### config.mk
export PLATFORM = sky130hd
export DESIGN_NAME = sstx_top
export DESIGN_NICKNAME = d
export VERILOG_FILES = /design/src/shared/sstx_pkg.sv /design/src/rtl/sstx_top.sv
export SDC_FILE = /design/constraint.sdc
export NUM_CORES = 1
export LEC_CHECK = 0
export ABC_AREA = 1
export CORE_ASPECT_RATIO = 0.75
export CORE_MARGIN = 4
export CORE_UTILIZATION = 58
export CTS_BUF_LIST = sky130_fd_sc_hd__clkbuf_8
export CTS_CLUSTER_SIZE = 8
export DETAILED_ROUTE_END_ITERATION = 8
export DONT_BUFFER_PORTS = 1
export GPL_TIMING_DRIVEN = 0
export PLACE_DENSITY = 0.74
export SYNTH_ARGS = -nofsm -noshare
export SYNTH_HDL_FRONTEND = slang
export SYNTH_SLANG_ARGS = --single-unit
### constraint.sdc
create_clock -name hclk -period 2.1 [get_ports hclk]
set_input_delay 0.42 -clock hclk [delete_from_list [all_inputs] [get_ports hclk]]
set_output_delay 0.42 -clock hclk [all_outputs]
set_load 0.03 [all_outputs]
### src/shared/sstx_pkg.sv
package sstx_pkg;

	localparam logic [9:0] IDX_RX_DATA = 10'h199;
	localparam logic [9:0] IDX_TX_HOLD = 10'h19a;
	localparam logic [9:0] IDX_DIV_LO = 10'h19b;
	localparam logic [9:0] IDX_DIV_HI = 10'h19c;
	localparam logic [9:0] IDX_RX_CTL = 10'h19d;
	localparam logic [9:0] IDX_TX_CTL = 10'h19e;
	localparam logic [9:0] IDX_BAUD_CTL = 10'h19f;
	localparam logic [9:0] IDX_IRQ_EN = 10'h1a0;

	localparam int TXC_CLK_SRC = 7;
	localparam int TXC_NINE_SEL = 6;
	localparam int TXC_TX_EN = 5;
	localparam int TXC_SYNC = 4;
	localparam int TXC_HOLD_EMPTY = 2;
	localparam int TXC_SHIFT_EMPTY = 1;
	localparam int TXC_NINTH = 0;
	localparam int RXC_PORT_EN = 7;
	localparam int RXC_SINGLE_RX = 5;
	localparam int RXC_CONT_RX = 4;
	localparam int BDC_CLK_POL = 4;
	localparam int BDC_DATA_LVL = 1;
	localparam int BDC_CLK_LVL = 0;
	localparam int IEN_TX = 0;
	localparam int IEN_PERIPH = 1;
	localparam int IEN_GLOBAL = 2;

	localparam logic [7:0] RST_TX_CTL = 8'h00;
	localparam logic [7:0] RST_RX_CTL = 8'h00;
	localparam logic [7:0] RST_BAUD_CTL = 8'h00;
	localparam logic [7:0] RST_DIV = 8'h00;
	localparam logic [7:0] RST_HOLD = 8'h00;
	localparam logic [2:0] RST_IRQ_EN = 3'h0;

	localparam logic [3:0] BITS_EIGHT = 4'h8;
	localparam logic [3:0] BITS_NINE = 4'h9;
	localparam logic [2:0] HSIZE_WORD = 3'h2;

	typedef enum logic [1:0] {
		ST_IDLE = 2'b00,
		ST_IDLE_HALF = 2'b01,
		ST_ACT_HALF = 2'b10
	} sstx_state_e;

endpackage

### src/rtl/sstx_top.sv
// Design decision made here: register access over AHB-Lite.
`timescale 1ns/100ps
// Contract
// - two lines only, data and clock; never send and receive together.
// - characters carry data bits only, no start or stop bit.
// - synchronous select bit puts the port in synchronous operation.
// - clock source bit makes the port master, driving the bit clock.
// - both receive enables clear means transmit; either set means receive.
// - port works only while serial port enable is set.
// - master drives clock pin, its driver enabled automatically.
// - data changes on leading clock edge, valid at trailing edge.
// - exactly one clock cycle per data bit, no extra cycles.
// - polarity set: clock idles high, data changes on falling edge.
// - polarity clear: clock idles low, data changes on rising edge.
// - master transmit drives data pin; data and clock drivers enabled.
// - writing the holding buffer starts a transmission.
// - new character waits in holding buffer until shifter is done.
// - empty shifter takes a written character from holding at once.
// - shifting starts right after transfer into the shifter.
// - each bit holds from one leading edge to the next.
// - shift register has no address and is not software visible.
// - transmit works only while transmit enable bit is set.
// - nine-bit select sends nine bits, ninth from a control bit.
// - transmit interrupt needs its enable plus global and peripheral.
module sstx_top
	import sstx_pkg::*;
(
	input wire logic hclk,
	input wire logic hresetn,
	input wire logic hsel,
	input wire logic [31:0] haddr,
	input wire logic [1:0] htrans,
	input wire logic hwrite,
	input wire logic [2:0] hsize,
	input wire logic [31:0] hwdata,
	input wire logic hready,
	output logic [31:0] hrdata,
	output logic hreadyout,
	output logic hresp,
	input wire logic clk_pin_in,
	output logic clk_pin_out,
	output logic clk_pin_oe_n,
	input wire logic data_pin_in,
	output logic data_pin_out,
	output logic data_pin_oe_n,
	output logic tx_irq
);

	function automatic logic reg_hit(input logic [31:0] a,
		input logic [9:0] idx);
		reg_hit = (a == {20'h00000, idx, 2'b00});
	endfunction

	logic dp_wr_q;
	logic dp_rd_q;
	logic dp_word_q;
	logic [31:0] dp_addr_q;
	logic rd_done_q;
	logic [31:0] hrdata_q;
	logic [31:0] rd_mux;
	logic ap_take;
	logic wr_en;

	logic clk_src_q;
	logic nine_sel_q;
	logic tx_en_q;
	logic sync_q;
	logic ninth_q;
	logic port_en_q;
	logic single_rx_q;
	logic cont_rx_q;
	logic clk_pol_q;
	logic [7:0] div_lo_q;
	logic [7:0] div_hi_q;
	logic [2:0] irq_en_q;
	logic [8:0] hold_q;
	logic hold_full_q;
	logic hold_full_d;

	logic ck_s1_q;
	logic ck_s2_q;
	logic dt_s1_q;
	logic dt_s2_q;

	sstx_state_e state_q;
	logic [15:0] cnt_q;
	logic [3:0] bits_q;
	logic [8:0] shift_q;
	logic clk_act_q;
	logic dat_q;

	logic master_on;
	logic tx_mode;
	logic hold_wr;
	logic last_trail;
	logic load;
	logic [15:0] div_val;

	assign div_val = {div_hi_q, div_lo_q};
	// master clock whenever synchronous master, tx or rx
	assign master_on = port_en_q & sync_q & clk_src_q;
	// receive enables steal the data line from the transmitter
	assign tx_mode = master_on & tx_en_q & ~single_rx_q & ~cont_rx_q;

	// ---------------- bus slave ----------------
	assign ap_take = hsel & htrans[1] & hready;
	assign wr_en = dp_wr_q & dp_word_q & hready;
	assign hold_wr = wr_en & reg_hit(dp_addr_q, IDX_TX_HOLD);
	// one wait state on reads keeps hrdata registered and fresh
	assign hreadyout = ~(dp_rd_q & ~rd_done_q);
	assign hresp = 1'b0;
	assign hrdata = hrdata_q;

	always_ff @(posedge hclk or negedge hresetn) begin
		if (!hresetn) begin
			dp_wr_q <= 1'b0;
			dp_rd_q <= 1'b0;
			dp_word_q <= 1'b0;
			dp_addr_q <= 32'h00000000;
			rd_done_q <= 1'b0;
			hrdata_q <= 32'h00000000;
		end else if (hready) begin
			dp_wr_q <= ap_take & hwrite;
			dp_rd_q <= ap_take & ~hwrite;
			dp_word_q <= (hsize == HSIZE_WORD);
			dp_addr_q <= haddr;
			rd_done_q <= 1'b0;
		end else if (dp_rd_q) begin
			hrdata_q <= rd_mux;
			rd_done_q <= 1'b1;
		end
	end

	// the shifter is deliberately absent from this map
	always_comb begin
		rd_mux = 32'h00000000;
		if (reg_hit(dp_addr_q, IDX_TX_HOLD)) begin
			rd_mux[7:0] = hold_q[7:0];
		end else if (reg_hit(dp_addr_q, IDX_DIV_LO)) begin
			rd_mux[7:0] = div_lo_q;
		end else if (reg_hit(dp_addr_q, IDX_DIV_HI)) begin
			rd_mux[7:0] = div_hi_q;
		end else if (reg_hit(dp_addr_q, IDX_RX_CTL)) begin
			rd_mux[RXC_PORT_EN] = port_en_q;
			rd_mux[RXC_SINGLE_RX] = single_rx_q;
			rd_mux[RXC_CONT_RX] = cont_rx_q;
		end else if (reg_hit(dp_addr_q, IDX_TX_CTL)) begin
			rd_mux[TXC_CLK_SRC] = clk_src_q;
			rd_mux[TXC_NINE_SEL] = nine_sel_q;
			rd_mux[TXC_TX_EN] = tx_en_q;
			rd_mux[TXC_SYNC] = sync_q;
			rd_mux[TXC_HOLD_EMPTY] = ~hold_full_q;
			rd_mux[TXC_SHIFT_EMPTY] = (state_q == ST_IDLE);
			rd_mux[TXC_NINTH] = ninth_q;
		end else if (reg_hit(dp_addr_q, IDX_BAUD_CTL)) begin
			rd_mux[BDC_CLK_POL] = clk_pol_q;
			rd_mux[BDC_DATA_LVL] = dt_s2_q;
			rd_mux[BDC_CLK_LVL] = ck_s2_q;
		end else if (reg_hit(dp_addr_q, IDX_IRQ_EN)) begin
			rd_mux[2:0] = irq_en_q;
		end
	end

	// ---------------- control registers ----------------
	always_ff @(posedge hclk or negedge hresetn) begin
		if (!hresetn) begin
			clk_src_q <= RST_TX_CTL[TXC_CLK_SRC];
			nine_sel_q <= RST_TX_CTL[TXC_NINE_SEL];
			tx_en_q <= RST_TX_CTL[TXC_TX_EN];
			sync_q <= RST_TX_CTL[TXC_SYNC];
			ninth_q <= RST_TX_CTL[TXC_NINTH];
			port_en_q <= RST_RX_CTL[RXC_PORT_EN];
			single_rx_q <= RST_RX_CTL[RXC_SINGLE_RX];
			cont_rx_q <= RST_RX_CTL[RXC_CONT_RX];
			clk_pol_q <= RST_BAUD_CTL[BDC_CLK_POL];
			div_lo_q <= RST_DIV;
			div_hi_q <= RST_DIV;
			irq_en_q <= RST_IRQ_EN;
		end else if (wr_en) begin
			if (reg_hit(dp_addr_q, IDX_TX_CTL)) begin
				clk_src_q <= hwdata[TXC_CLK_SRC];
				nine_sel_q <= hwdata[TXC_NINE_SEL];
				tx_en_q <= hwdata[TXC_TX_EN];
				sync_q <= hwdata[TXC_SYNC];
				ninth_q <= hwdata[TXC_NINTH];
			end
			if (reg_hit(dp_addr_q, IDX_RX_CTL)) begin
				port_en_q <= hwdata[RXC_PORT_EN];
				single_rx_q <= hwdata[RXC_SINGLE_RX];
				cont_rx_q <= hwdata[RXC_CONT_RX];
			end
			if (reg_hit(dp_addr_q, IDX_BAUD_CTL)) begin
				clk_pol_q <= hwdata[BDC_CLK_POL];
			end
			if (reg_hit(dp_addr_q, IDX_DIV_LO)) begin
				div_lo_q <= hwdata[7:0];
			end
			if (reg_hit(dp_addr_q, IDX_DIV_HI)) begin
				div_hi_q <= hwdata[7:0];
			end
			if (reg_hit(dp_addr_q, IDX_IRQ_EN)) begin
				irq_en_q <= hwdata[2:0];
			end
		end
	end

	// ---------------- holding buffer ----------------
	// a write in the transfer cycle refills it, so full must stay set
	always_comb begin
		hold_full_d = hold_full_q;
		if (load) begin
			hold_full_d = 1'b0;
		end
		if (hold_wr) begin
			hold_full_d = 1'b1;
		end
	end

	always_ff @(posedge hclk or negedge hresetn) begin
		if (!hresetn) begin
			hold_q <= {1'b0, RST_HOLD};
			hold_full_q <= 1'b0;
		end else begin
			hold_full_q <= hold_full_d;
			if (hold_wr) begin
				// ninth bit latched from the control bit set beforehand
				hold_q <= {ninth_q, hwdata[7:0]};
			end
		end
	end

	// ---------------- pin level sampling ----------------
	always_ff @(posedge hclk or negedge hresetn) begin
		if (!hresetn) begin
			ck_s1_q <= 1'b0;
			ck_s2_q <= 1'b0;
			dt_s1_q <= 1'b0;
			dt_s2_q <= 1'b0;
		end else begin
			ck_s1_q <= clk_pin_in;
			ck_s2_q <= ck_s1_q;
			dt_s1_q <= data_pin_in;
			dt_s2_q <= dt_s1_q;
		end
	end

	// ---------------- shift engine ----------------
	assign last_trail = (state_q == ST_ACT_HALF) & (cnt_q == 16'h0000) &
		(bits_q == 4'h1);
	// only an empty shifter takes the next character
	assign load = tx_mode & hold_full_q &
		((state_q == ST_IDLE) | last_trail);

	always_ff @(posedge hclk or negedge hresetn) begin
		if (!hresetn) begin
			state_q <= ST_IDLE;
			cnt_q <= 16'h0000;
			bits_q <= 4'h0;
			shift_q <= 9'h000;
			clk_act_q <= 1'b0;
			dat_q <= 1'b0;
		end else if (!tx_mode) begin
			// dropping out of transmit aborts the character
			state_q <= ST_IDLE;
			clk_act_q <= 1'b0;
			bits_q <= 4'h0;
		end else begin
			unique case (state_q)
				ST_IDLE: begin
					if (load) begin
						// raw data bits only, no framing
						shift_q <= hold_q;
						bits_q <= nine_sel_q ? BITS_NINE : BITS_EIGHT;
						cnt_q <= div_val;
						state_q <= ST_IDLE_HALF;
					end
				end
				ST_IDLE_HALF: begin
					if (cnt_q != 16'h0000) begin
						cnt_q <= cnt_q - 16'h0001;
					end else begin
						// leading edge: new bit goes out, lsb first
						clk_act_q <= 1'b1;
						dat_q <= shift_q[0];
						shift_q <= {1'b0, shift_q[8:1]};
						cnt_q <= div_val;
						state_q <= ST_ACT_HALF;
					end
				end
				ST_ACT_HALF: begin
					if (cnt_q != 16'h0000) begin
						cnt_q <= cnt_q - 16'h0001;
					end else begin
						// trailing edge: slave samples, one cycle per bit
						clk_act_q <= 1'b0;
						cnt_q <= div_val;
						if (load) begin
							shift_q <= hold_q;
							bits_q <= nine_sel_q ? BITS_NINE : BITS_EIGHT;
							state_q <= ST_IDLE_HALF;
						end else if (bits_q == 4'h1) begin
							bits_q <= 4'h0;
							state_q <= ST_IDLE;
						end else begin
							bits_q <= bits_q - 4'h1;
							state_q <= ST_IDLE_HALF;
						end
					end
				end
				default: begin
					state_q <= ST_IDLE;
				end
			endcase
		end
	end

	// ---------------- pins and interrupt ----------------
	// polarity only inverts the wire, so edge roles follow it
	assign clk_pin_out = clk_pol_q ^ clk_act_q;
	assign clk_pin_oe_n = ~master_on;
	assign data_pin_out = dat_q;
	assign data_pin_oe_n = ~tx_mode;
	assign tx_irq = ~hold_full_q & irq_en_q[IEN_TX] &
		irq_en_q[IEN_PERIPH] & irq_en_q[IEN_GLOBAL];

	// ---------------- assertions ----------------
	AST_CLK_DRIVE: assert property (@(posedge hclk) disable iff (!hresetn)
		master_on |-> !clk_pin_oe_n)
		else $error("clock pin not driven in master mode");

	AST_DATA_DRIVE: assert property (@(posedge hclk) disable iff (!hresetn)
		(single_rx_q || cont_rx_q) |-> data_pin_oe_n)
		else $error("data pin driven while receive selected");

	AST_IDLE_LEVEL: assert property (@(posedge hclk) disable iff (!hresetn)
		(state_q == ST_IDLE) |-> (clk_pin_out == clk_pol_q))
		else $error("clock not at idle level when idle");

	AST_DATA_ON_LEAD: assert property (@(posedge hclk)
		disable iff (!hresetn)
		$changed(dat_q) |-> (clk_act_q && !$past(clk_act_q)))
		else $error("data changed away from leading edge");

	AST_NINE_BITS: assert property (@(posedge hclk) disable iff (!hresetn)
		(load && nine_sel_q) |=> (bits_q == 4'h9))
		else $error("nine-bit character not nine bits");

	AST_HOLD_WAITS: assert property (@(posedge hclk) disable iff (!hresetn)
		(hold_full_q && state_q == ST_ACT_HALF && bits_q > 4'h1)
		|=> hold_full_q)
		else $error("holding buffer drained before shifter empty");

	AST_IMMEDIATE: assert property (@(posedge hclk) disable iff (!hresetn)
		(tx_mode && state_q == ST_IDLE && hold_full_q && !hold_wr)
		|=> (state_q == ST_IDLE_HALF && !hold_full_q))
		else $error("idle shifter did not take held character");

	AST_WRITE_STARTS: assert property (@(posedge hclk)
		disable iff (!hresetn)
		(hold_wr && tx_mode && state_q == ST_IDLE && !hold_full_q)
		##1 tx_mode |=> (state_q == ST_IDLE_HALF))
		else $error("write did not start a transmission");

	AST_PORT_OFF: assert property (@(posedge hclk) disable iff (!hresetn)
		!port_en_q |-> (data_pin_oe_n && clk_pin_oe_n) ##1
		(state_q == ST_IDLE))
		else $error("port active while disabled");

	AST_IRQ_GATE: assert property (@(posedge hclk) disable iff (!hresetn)
		tx_irq |-> (irq_en_q == 3'h7 && !hold_full_q))
		else $error("interrupt without all enables");

	AST_BIT_HOLD: assert property (@(posedge hclk) disable iff (!hresetn)
		(state_q == ST_ACT_HALF && cnt_q == 16'h0000 && !load)
		|=> $stable(dat_q))
		else $error("data moved at trailing edge");

endmodule

==> metrics.txt <==
relative slew slack 57.7%; routed wire length per instance 15.3 um; Tcrit/Tclk final 93.6%; status complete, but fails checks; ANT nets after route 0; Leak 3.54 nW; cell count of the worst reg-to-reg path 11; post-synthesis cell type count 44; Buffers on Ports 0; Yosys top cell by area dfrtp_1; Final Hold Vio Count 119; Final Skew 0.0147 ns; critical path peak fanout 10; #FFs+latches synth 119; Hold WS -0.338 ns; VDD IR max 548 uV; top post-synthesis cells by area dfrtp_1, nand2_1, inv_1; Starting Density 60.6%; total power 5.02 mW; Post-synth EDFFs 0; worst r2r src clk_src_q$_DFFE_PN0P_; met2 WL 6.67 mm; Row Count 32; setup_tns 0 ns; Nets 911; Antenna diodes 0; met3 wire len 1.06 mm; switching pwr 1.24 mW; total gr overflow 0; Setup crit end kind register; die area 0.0127 mm^2; final WL 15.0 mm; largest net degree at the start of global routing 120; RePlAce Congestion 0.889; Pre-Repair DR Iteration Count 5; Yosys top cell area share 46.8%; clk_lat worst skew 0.46 ns; Required @ worst endpoint 2.46 ns; Setup WS pre-CTS 0.0515 ns; first-pass GRT wire length 24.2 mm; Reg clk slew, reported paths 0.08 ns; worst-margin pin slew 0.633 ns; Seq/Total Area, Yosys 46.8%; CP Data Arrival Time 2.32 ns; fin. max-slew vios 0; Worst R2R Setup Slack 0.14 ns; initial antenna violation count 0; vias in the first global route 4,878; Commonest cells post-synth nand2_1, dfrtp_1, inv_1, nor2_1; vias 5,235; Max-Cap Viols 0; CTS Hold Bufs 2; worst hold path class in -> async; Setup CP Type reg -> reg; worst path setup slack after routing 0.135 ns; die height 98.7 um; crit start category register; Max Used Layer met4; CORE AREA 0.0105 mm^2; final core utilization 67.6%; num ports 115; Max Fclk 509 MHz; shortest period the worst path allows 1.96 ns; Internal Power 3.78 mW; Vias/cell 5.36; Cells after Synth 782; cell area after synthesis 0.00636 mm^2; Switching Fraction 24.6%; M1 WL 6.94 mm; # H-tree levels 4; count leader, synth nand2_1; Main synth FF type dfrtp_1; Avg Cell Area, Syn 8.13 um^2; combinational share of power 5.4%; Residual DRC 0; RSZ-0062 raised after global routing true; CTS Buf Count 17; Fill cells 871; Crit Reg-Reg Endpoint shift_q[6]$_DFFE_PN0P_; asr flop ratio synth 100%; share of power burned in registers 47.7%; failing checks negative hold slack; power per cell area 708 mW/mm^2; final setup fails 0; clk buf depth 2; synth warn 0; Clk pwr share 46.9%; layout cells sized above 1 17.0%; Starting DRT DRC Count 562; HPWL after DPL 11.1 mm; Die X 129 um; Root Buffer clkbuf_8; Global Route Usage Sum 24.3%; Area Growth Syn to Fin 11.5%; CTS Sinks 119; TritonCTS clock tree done
## routing by layer
metal,up-vias,global-route usage [%]
li1,2551,-
met1,2460,35.6
met2,189,35.5
met3,35,5.42
met4,0,8.80
met5,-,0
## what timing repair did
item                                    in CTS  in global routing
endpoints found under the hold margin      121                119
endpoints found under the setup margin       0                 22
gates resized for setup                      0                  4
buffers inserted                             0                  0
## sequential cells by signal, summed over array words and instances, names as in the netlist, 2 cells and up
register and flops:
hold_q 9, shift_q 9, cnt_q 16, hrdata 8, div_hi_q 8, bits_q 4, div_lo_q 8, dp_addr_q 32
state_q 2, irq_en_q 3
## worst max-delay path, stage by stage (launching register included)
cell and delay [ns]:
dfrtp_1 0.43, nand3_2 0.24, inv_2 0.14, nand2_4 0.14
inv_4 0.13, nand2_2 0.07, clkinv_1 0.05, nand2_2 0.09
o21ai_4 0.30, nand2_4 0.14, nand2_1 0.09, nand2_1 0.05
## cell families after synthesis
family / Yosys count / synth area share, %
AOI/OAI and AO/OA: 109 / 9.38
and+or+nand+nor: 389 / 27.7
buffers and inverters: 126 / 9.56
xor gates and xnor gates: 9 / 1.24
DFF: 119 / 46.8
adders and majority gates: 8 / 1.57
muxes: 21 / 3.72
other: 1 / 0.0590
## layout by cell type, fill, tap and decap left out, types with 3 or more instances in the layout
cell type | synthesis | layout
nand2_2 | 13 | 13
buf_4 | 29 | 29
nand2_1 | 227 | 227
nor2_2 | 10 | 10
nand3_1 | 50 | 49
a21oi_1 | 7 | 7
clkbuf_1 | 5 | 4
nand2_4 | 3 | 3
inv_1 | 74 | 74
bufinv_16 | 0 | 4
o21ai_0 | 50 | 49
dfrtp_1 | 119 | 119
o21ai_1 | 39 | 40
clkinvlp_4 | 0 | 5
conb_1 | 1 | 25
o211ai_1 | 3 | 3
nand3_2 | 2 | 3
nor2_1 | 56 | 56
nor2_4 | 5 | 5
nor3_1 | 5 | 5
inv_2 | 6 | 6
ha_1 | 8 | 8
xor2_1 | 8 | 8
buf_2 | 6 | 6
clkbuf_8 | 0 | 18
mux2_2 | 21 | 21
nand4_1 | 8 | 8
## power by group through the flow
stage / sequential [mW] / clock [mW] / combinational, mW
floorplan: 2.43 / 0 / 0.230
global placement: 2.43 / 0 / 0.259
detailed placement: 2.44 / 0 / 0.266
CTS: 2.39 / 2.36 / 0.271
global route: 2.40 / 2.46 / 0.302
finish: 2.39 / 2.35 / 0.273
## stage by stage
step / cell area, um^2 / instances
6_report: 7090 / 976
5_1_grt: 7090 / 976
4_1_cts: 7090 / 976
3_5_place_dp: 6620 / 942
3_3_place_gp: 6620 / 942
2_1_floorplan: 6450 / 806
## worst max path at each step
| stage | startpoint | to | slack, ns |
|---|---|---|---|
| 4_1_cts | clk_src_q$_DFFE_PN0P_ | shift_q[6]$_DFFE_PN0P_ | 0.05 |
| 3_3_place_gp | clk_src_q$_DFFE_PN0P_ | shift_q[4]$_DFFE_PN0P_ | 0.09 |
| 2_1_floorplan | port_en_q$_DFFE_PN0P_ | shift_q[0]$_DFFE_PN0P_ | 0.35 |
| 5_1_grt | cnt_q[0]$_DFFE_PN0P_ | shift_q[6]$_DFFE_PN0P_ | -0.005 |
| 3_5_place_dp | clk_src_q$_DFFE_PN0P_ | shift_q[6]$_DFFE_PN0P_ | 0.05 |
| 6_report | clk_src_q$_DFFE_PN0P_ | shift_q[6]$_DFFE_PN0P_ | 0.14 |
## final cells by class
class                           count  area, um^2  area share [%]
Sequential cell                   119        2980            42.0
Buffer                             42         290            4.09
Inverter                           84         319            4.50
Multi-Input combinational cell    561        2870            40.5
Tap cell                          136         170            2.40
Timing Repair Buffer                2        20.0           0.282
Clock inverter                     14         198            2.79
Clock buffer                       18         248            3.49
Note: power is estimated with default switching activity, not from simulation.
